$ cat src/hw/pmt_consts.svh
`ifndef PMT_CONSTS_SVH
`define PMT_CONSTS_SVH

// block base and register byte addresses
`define BLK_BASE        32'hFFFF83D0
`define BLK_ADDR_MASK   32'hFFFFFFF0
`define RUN_CTRL_ADDR   32'hFFFF83D0
`define CH0_CSR_ADDR    32'hFFFF83D2
`define CH0_CNT_ADDR    32'hFFFF83D4
`define CH0_PER_ADDR    32'hFFFF83D6
`define CH1_CSR_ADDR    32'hFFFF83D8
`define CH1_CNT_ADDR    32'hFFFF83DA
`define CH1_PER_ADDR    32'hFFFF83DC

// halfword index of each register inside the block
`define IDX_RUN         3'h0
`define IDX_CSR0        3'h1
`define IDX_CNT0        3'h2
`define IDX_PER0        3'h3
`define IDX_CSR1        3'h4
`define IDX_CNT1        3'h5
`define IDX_PER1        3'h6
`define IDX_NONE        3'h7

// field positions
`define RUN_CH0_BIT     0
`define RUN_CH1_BIT     1
`define CSR_FLAG_BIT    7
`define CSR_IE_BIT      6
`define CSR_CKS_HI      1
`define CSR_CKS_LO      0

// reset values
`define RUN_RESET       2'h0
`define CSR_CKS_RESET   2'h0
`define COUNT_RESET     16'h0000
`define PERIOD_RESET    16'hFFFF

// prescaler: top bit of the all-ones window for phi/8, /32, /128, /512
`define PRESC_W         9
`define DIV8_MSB        2
`define DIV32_MSB       4
`define DIV128_MSB      6
`define DIV512_MSB      8

`endif

$ cat src/hw/pmt_pkg.sv
package pmt_pkg;

  // access width on the register port
  typedef enum logic [1:0] {
    SZ_BYTE = 2'h0,
    SZ_WORD = 2'h1,
    SZ_LONG = 2'h2
  } acc_size_t;

  // per-channel state
  typedef struct packed {
    logic [15:0] cnt;
    logic [15:0] per;
    logic        flag;
    logic        ie;
    logic [1:0]  cks;
    logic        armed;
  } chan_t;

  // whole block state
  typedef struct packed {
    logic [8:0]  presc;
    logic [1:0]  run;
    chan_t [1:0] ch;
    logic [31:0] rdata;
  } tmr_state_t;

endpackage
$ cat src/hw/periodic_match_timer.sv
// Behaviour
// - two independent channels, each a 16-bit up-counter with 16-bit period register.
// - clock select 00..11 picks phi/8, phi/32, phi/128, phi/512.
// - run control bit 1 runs channel 1, bit 0 channel 0; reset halted.
// - run control bits 15..2 read zero; software writes zero there.
// - counter steps once per selected divided pulse, only while its run bit set.
// - counter equal to period clears counter and sets the match flag.
// - after clearing, counting resumes from zero; period is value plus one.
// - each channel raises its own request when flag and enable are both one.
// - match acts on the counting pulse that would leave the equal value.
// - flag clears only by reading it as one, then writing zero.
// - writing one to the match flag leaves it set but cancels the clear armed by a read.
// - match clear beats a simultaneous counter write; the write is lost.
// - word write to counter beats a simultaneous increment; increment dropped.
// - byte write with increment stores byte; other byte keeps old value.
// - reset loads periods with all ones, everything else with zero.
// - all registers take 8, 16, 32-bit access; channel 1 period 8 and 16.
`include "pmt_consts.svh"

module periodic_match_timer
  import pmt_pkg::*;
(
  input  wire logic        clk,
  input  wire logic        nrst,
  input  wire logic        ce,
  input  wire logic [31:0] addr,
  input  wire logic [31:0] wdata,
  input  wire acc_size_t   size,
  input  wire logic        wr,
  input  wire logic        rd,
  output logic      [31:0] rdata,
  output logic      [1:0]  match_irq
);

  localparam chan_t CH_RST = '{
    cnt:   `COUNT_RESET,
    per:   `PERIOD_RESET,
    flag:  1'b0,
    ie:    1'b0,
    cks:   `CSR_CKS_RESET,
    armed: 1'b0
  };
  localparam tmr_state_t ST_RST = '{
    presc: '0,
    run:   `RUN_RESET,
    ch:    '{CH_RST, CH_RST},
    rdata: '0
  };
  localparam logic [2:0] CSR_IDX [2] = '{`IDX_CSR0, `IDX_CSR1};
  localparam logic [2:0] CNT_IDX [2] = '{`IDX_CNT0, `IDX_CNT1};
  localparam logic [2:0] PER_IDX [2] = '{`IDX_PER0, `IDX_PER1};

  tmr_state_t  st_reg;
  tmr_state_t  st_next;
  logic        in_blk;
  logic [2:0]  idx;
  logic [15:0] hw_val [8];
  logic [1:0]  wm     [8];
  logic [15:0] wv     [8];
  logic [1:0]  rm     [8];
  logic [31:0] rd_val;

  // byte lanes of halfword register i hit by an access (hi, lo)
  function automatic logic [1:0] lane_mask(
    input logic [31:0] a,
    input acc_size_t   sz,
    input logic [2:0]  i
  );
    logic [1:0] m;
    m = 2'b00;
    case (sz)
      SZ_BYTE: begin
        if (a[3:1] == i) m = a[0] ? 2'b01 : 2'b10;
      end
      SZ_WORD: begin
        if (!a[0] && a[3:1] == i) m = 2'b11;
      end
      SZ_LONG: begin
        // long access to channel 1 period is refused
        if (a[1:0] == 2'b00 && a[3:2] == i[2:1] && a[3:1] != `IDX_PER1) m = 2'b11;
      end
      default: m = 2'b00;
    endcase
    return m;
  endfunction

  // write data seen by halfword register i (big-endian lanes)
  function automatic logic [15:0] lane_val(
    input acc_size_t   sz,
    input logic [31:0] d,
    input logic [2:0]  i
  );
    logic [15:0] v;
    case (sz)
      SZ_BYTE: v = {d[7:0], d[7:0]};
      SZ_LONG: v = i[0] ? d[15:0] : d[31:16];
      default: v = d[15:0];
    endcase
    return v;
  endfunction

  // replace only the written byte lanes
  function automatic logic [15:0] merge(
    input logic [15:0] old,
    input logic [15:0] v,
    input logic [1:0]  m
  );
    logic [15:0] keep;
    keep = {{8{m[1]}}, {8{m[0]}}};
    return (old & ~keep) | (v & keep);
  endfunction

  // control/status word of one channel
  function automatic logic [15:0] csr_word(input chan_t c);
    logic [15:0] v;
    v = 16'h0000;
    v[`CSR_FLAG_BIT] = c.flag;
    v[`CSR_IE_BIT] = c.ie;
    v[`CSR_CKS_HI:`CSR_CKS_LO] = c.cks;
    return v;
  endfunction

  // one-cycle enable from the shared prescaler for the selected rate
  function automatic logic div_tick(
    input logic [`PRESC_W-1:0] p,
    input logic [1:0]          cks
  );
    logic t;
    case (cks)
      2'h0:    t = &p[`DIV8_MSB:0];
      2'h1:    t = &p[`DIV32_MSB:0];
      2'h2:    t = &p[`DIV128_MSB:0];
      2'h3:    t = &p[`DIV512_MSB:0];
      default: t = 1'b0;
    endcase
    return t;
  endfunction

  // address decode
  assign in_blk = (addr & `BLK_ADDR_MASK) == `BLK_BASE;
  assign idx    = addr[3:1];

  // register read view; reserved bits are zero
  always_comb begin
    hw_val[`IDX_RUN]  = {14'h0000, st_reg.run};
    hw_val[`IDX_CSR0] = csr_word(st_reg.ch[0]);
    hw_val[`IDX_CNT0] = st_reg.ch[0].cnt;
    hw_val[`IDX_PER0] = st_reg.ch[0].per;
    hw_val[`IDX_CSR1] = csr_word(st_reg.ch[1]);
    hw_val[`IDX_CNT1] = st_reg.ch[1].cnt;
    hw_val[`IDX_PER1] = st_reg.ch[1].per;
    hw_val[`IDX_NONE] = 16'h0000;
  end

  // per-register lane masks and write data
  always_comb begin
    for (int i = 0; i < 8; i++) begin
      wm[i] = (wr && in_blk) ? lane_mask(addr, size, 3'(i)) : 2'b00;
      rm[i] = (rd && in_blk) ? lane_mask(addr, size, 3'(i)) : 2'b00;
      wv[i] = lane_val(size, wdata, 3'(i));
    end
  end

  // read data mux; unmapped or refused reads give zero
  always_comb begin
    rd_val = 32'h0000_0000;
    case (size)
      SZ_BYTE: rd_val = {24'h000000, addr[0] ? hw_val[idx][7:0] : hw_val[idx][15:8]};
      SZ_WORD: begin
        if (!addr[0]) rd_val = {16'h0000, hw_val[idx]};
      end
      SZ_LONG: begin
        if (addr[1:0] == 2'b00 && idx != `IDX_PER1) begin
          rd_val = {hw_val[idx], hw_val[idx | 3'h1]};
        end
      end
      default: rd_val = 32'h0000_0000;
    endcase
  end

  // next state of the whole block
  always_comb begin
    chan_t      c;
    chan_t      nc;
    logic       tick;
    logic       match;
    logic [2:0] ci;
    logic [2:0] ni;
    logic [2:0] pi;
    c     = CH_RST;
    nc    = CH_RST;
    tick  = 1'b0;
    match = 1'b0;
    ci    = 3'h0;
    ni    = 3'h0;
    pi    = 3'h0;
    st_next = st_reg;
    if (ce) begin
      st_next.presc = st_reg.presc + 9'h001;
      st_next.rdata = 32'h0000_0000;
      if (rd && in_blk) st_next.rdata = rd_val;
      // run bits live in the low byte only
      if (wm[`IDX_RUN][0]) begin
        st_next.run[`RUN_CH0_BIT] = wv[`IDX_RUN][`RUN_CH0_BIT];
        st_next.run[`RUN_CH1_BIT] = wv[`IDX_RUN][`RUN_CH1_BIT];
      end
      for (int k = 0; k < 2; k++) begin
        c     = st_reg.ch[k];
        nc    = c;
        ci    = CSR_IDX[k];
        ni    = CNT_IDX[k];
        pi    = PER_IDX[k];
        tick  = st_reg.run[k] && div_tick(st_reg.presc, c.cks);
        match = tick && (c.cnt == c.per);
        // reading the flag as one arms the clear
        if (rm[ci][0] && c.flag) nc.armed = 1'b1;
        // control/status write; a one to the flag is ignored
        if (wm[ci][0]) begin
          nc.ie  = wv[ci][`CSR_IE_BIT];
          nc.cks = wv[ci][`CSR_CKS_HI:`CSR_CKS_LO];
          if (!wv[ci][`CSR_FLAG_BIT] && c.armed) nc.flag = 1'b0;
          nc.armed = 1'b0;
        end
        // period register
        nc.per = merge(c.per, wv[pi], wm[pi]);
        // counter: match clear, then write, then increment
        if (match) begin
          nc.cnt  = 16'h0000;
          nc.flag = 1'b1;
        end else if (|wm[ni]) begin
          nc.cnt = merge(c.cnt, wv[ni], wm[ni]);
        end else if (tick) begin
          nc.cnt = c.cnt + 16'h0001;
        end
        st_next.ch[k] = nc;
      end
    end
  end

  // state register, synchronous reset
  always_ff @(posedge clk) begin
    if (!nrst) begin
      st_reg <= ST_RST;
    end else begin
      st_reg <= st_next;
    end
  end

  // outputs
  assign rdata = st_reg.rdata;
  assign match_irq[0] = st_reg.ch[0].flag & st_reg.ch[0].ie;
  assign match_irq[1] = st_reg.ch[1].flag & st_reg.ch[1].ie;

endmodule

$ cat config.mk
export PLATFORM = sky130hd
export DESIGN_NAME = periodic_match_timer
export DESIGN_NICKNAME = d
export VERILOG_FILES = /design/src/hw/pmt_pkg.sv /design/src/hw/periodic_match_timer.sv
export VERILOG_INCLUDE_DIRS = /design/src /design/src/hw
export SDC_FILE = /design/constraint.sdc
export NUM_CORES = 1
export LEC_CHECK = 0
export BUFFER_PORTS_ARGS = -buffer_cell sky130_fd_sc_hd__buf_2
export CELL_PAD_IN_SITES_DETAIL_PLACEMENT = 1
export CELL_PAD_IN_SITES_GLOBAL_PLACEMENT = 2
export CORE_MARGIN = 2
export CORE_UTILIZATION = 37
export CTS_CLUSTER_DIAMETER = 60
export CTS_CLUSTER_SIZE = 30
export DETAILED_ROUTE_END_ITERATION = 8
export GPL_TIMING_DRIVEN = 0
export PLACE_DENSITY = 0.83
export SLEW_MARGIN = 15
export SYNTH_ARGS = -nofsm -noshare
export SYNTH_HDL_FRONTEND = slang
export SYNTH_SLANG_ARGS = --single-unit
$ cat constraint.sdc
create_clock -name clk -period 5.57 [get_ports clk]
set_input_delay 0.557 -clock clk [delete_from_list [all_inputs] [get_ports clk]]
set_output_delay 0.557 -clock clk [all_outputs]
set_load 0.03 [all_outputs]
==> reports/results.ini <==
[synthesis]
ys_seq_elements=117
ys_top_cells_by_area=dfxtp_1 30%, mux2i_1 8.9%, nand2_1 5.7%
synth.avg_cell_area_um2=8.04
yosys_warnings=0
synth.cell_area_um2=7730
synth_top_cell_area_share=0.303
synth_most_common_cell=nand2_1
async_reset_ff_frac=0
synth_common_cells=118 x nand2_1, 117 x dfxtp_1, 69 x mux2i_1
synth_top_cell_by_area=dfxtp_1
synth-seq-area-share=0.303
synth_edf_count=0
mappedNetlistNets=1038
syn_inst=961
ys_types=66
synth_flop_cell=dfxtp_1

[clock_network]
cts_tree=done
ctsResizeCount=0
cts_root_buffer=clkbuf_16
htree_num_levels=4
cts_setup_buffers=0
clockBufferDepth=2
clock-sinks=117
holdBufCountCts=0
cts_buffers=17
clkTransAtPathRegs_ns=0.05
clock_latency_ns=0.44

[timing]
hold_viol=0
whs_ns=0.455
post-route-period-util=0.637
rsz0062_at_grt=false
max_freq_mhz=282
slew_violations=0
skew_ns=0.0106
fin_ws_ns=2.02
fin_crit_ns=3.55
worstMarginPinSlew_ns=1.09
tns_ns=0
slew_headroom=0.267
finalSetupViolCount=0

[placed_design]
port_buffers=100
gp_congestion=0.975
dp_cells=1331
placed_area_um2=8570
dpl.hpwl_um=25100
place_ws_ns=1.71

[hold_path]
hold_start=rdata[2]$_SDFFE_PN0P_
hp-class=register to register

[power]
power.density_nw_per_um2=228
ir_worst_vdd_mv=0.211
leakage_nw=3.64

[global_route]
grt_pass1_vias=8033
grt_usage=0.296
antenna_found_initial=1
grt_start_max_net_pins=17
grt_overflow=0
grt_pass1_wl_um=48900

[die]
start_util=0.379
die_w_um=149
pin_count=105
die_h_um=149
die_area_um2=22100
rows=52
core_area_um2=20400

[layout]
fin_nets=1157
instances_no_fill=1362
finalInstanceArea_um2=9110
diodes=0
drive_above_1_share=0.179
area_growth_syn_to_layout_pct=17.9

[route]
ant_nets=0
wire_per_inst_um=23.6
drc=0
drtIter0Drc=604
vias=8068
drt-total-wl_um=32200
firstDrtPassIters=5
via_per_inst=5.92

[job]
max-cap-violations=0

[critical_path]
worstReg2RegStart=st_reg[108]$_SDFFE_PN0P_
worst_setup_path_end_kind=register
cp_num_buf_inv=2
cp_slowest_cell=nor4_1
critPathArrivalTime_ns=3.87
startpoint=size[1]
path_delay_family=simple AND/OR/NAND/NOR gates
crit_top_cell=clkbuf_1
max_stage_delay_ns=0.82
crit_chain=clkbuf_1 > a21bo_2 > nor4_1 > nand2_1 > nor2_1 > clkbuf_1 > o21ai_0 > a22o_1
cp_max_fo=10
startpoint_type=input port
crit_required_ns=5.89
worstSetupPathType=input port to register

[status]
status=finished, final reports clean

worst register-to-register path, stage by stage (launching register included):
cell      delay [ns]
dfxtp_1         0.37
ha_1            0.20
nand4_1         0.23
nor3_1          0.28
ha_1            0.20
nand2_1         0.06
a31oi_1         0.56
and4_1          0.30
clkbuf_1        0.52
nor3_2          0.26
a31oi_1         0.23
o21ai_0         0.09
cells in the final DEF, fill, tap and decap left out, types with 16 or more instances in the layout:
| cell | Yosys | routed |
|---|---|---|
| a22oi_1 | 22 | 22 |
| dfxtp_1 | 117 | 117 |
| clkbuf_16 | 0 | 17 |
| a31oi_1 | 16 | 16 |
| nand3_1 | 16 | 16 |
| buf_4 | 33 | 33 |
| a22o_1 | 16 | 16 |
| clkbuf_1 | 57 | 59 |
| nand4_1 | 20 | 20 |
| xor2_1 | 33 | 33 |
| o2bb2ai_1 | 20 | 20 |
| o21ai_0 | 42 | 42 |
| and2_1 | 27 | 27 |
| a21oi_1 | 46 | 46 |
| nand2_1 | 118 | 118 |
| mux2i_1 | 69 | 69 |
| buf_2 | 3 | 103 |
| nor2b_1 | 35 | 35 |
| nor2_1 | 50 | 50 |
metrics by stage:
step,utilization,power (mW)
3_5_place_dp,0.421,1.07
5_1_grt,0.447,2.13
3_3_place_gp,0.421,1.07
6_report,0.447,2.08
4_1_cts,0.447,2.08
2_1_floorplan,-,0.977
cell families (layout without fill, tap and decap cells):
kind of cell             Yosys count  in the layout  synth area share
XOR/XNOR                          48             48            0.0544
AO/OA/AOI/OAI                    250            250             0.222
flip-flops                       117            117             0.303
adder cells (fa/ha/maj)            6              6           0.00971
buffers and inverters            117            248            0.0743
multiplexers                      81             81             0.108
AND/OR/NAND/NOR                  342            342             0.228
worst paths after layout:
| kind | to | slack, ns | depth (start not counted) |
|---|---|---|---|
| min reg2reg | rdata[2]$_SDFFE_PN0P_ | 0.45 | 2 |
| max | hw_val[33]$_SDFFE_PN0P_ | 2.02 | 8 |
| max reg2reg | hw_val[90]$_SDFFE_PN0P_ | 2.14 | 11 |
| min | rdata[2]$_SDFFE_PN0P_ | 0.45 | 2 |
layer usage:
| layer | global-route usage | routed length (um) | vias to the layer above |
|---|---|---|---|
| li1 | - | - | 3701 |
| met1 | 0.392 | 14300 | 3985 |
| met2 | 0.468 | 14400 | 311 |
| met3 | 0.0561 | 2070 | 71 |
| met4 | 0.132 | 1330 | 0 |
| met5 | 0 | 0 | - |
cell type report:
class | count | area (um^2)
fill | 2553 | 11300
multi-input combinational | 727 | 4830
sequential | 117 | 2340
buffer | 102 | 518
timing repair buffer | 100 | 500
clock buffer | 19 | 433
tap | 270 | 338
clock inverter | 12 | 90.1
inverter | 15 | 56.3
power breakdown:
part | total [mW] | internal, mW | switching (mW)
sequential | 0.840 | 0.839 | 0.00140
combinational | 0.223 | 0.0742 | 0.149
clock | 1.01 | 0.600 | 0.414
total | 2.08 | 1.51 | 0.565
Note: power is estimated with default switching activity, not from simulation.
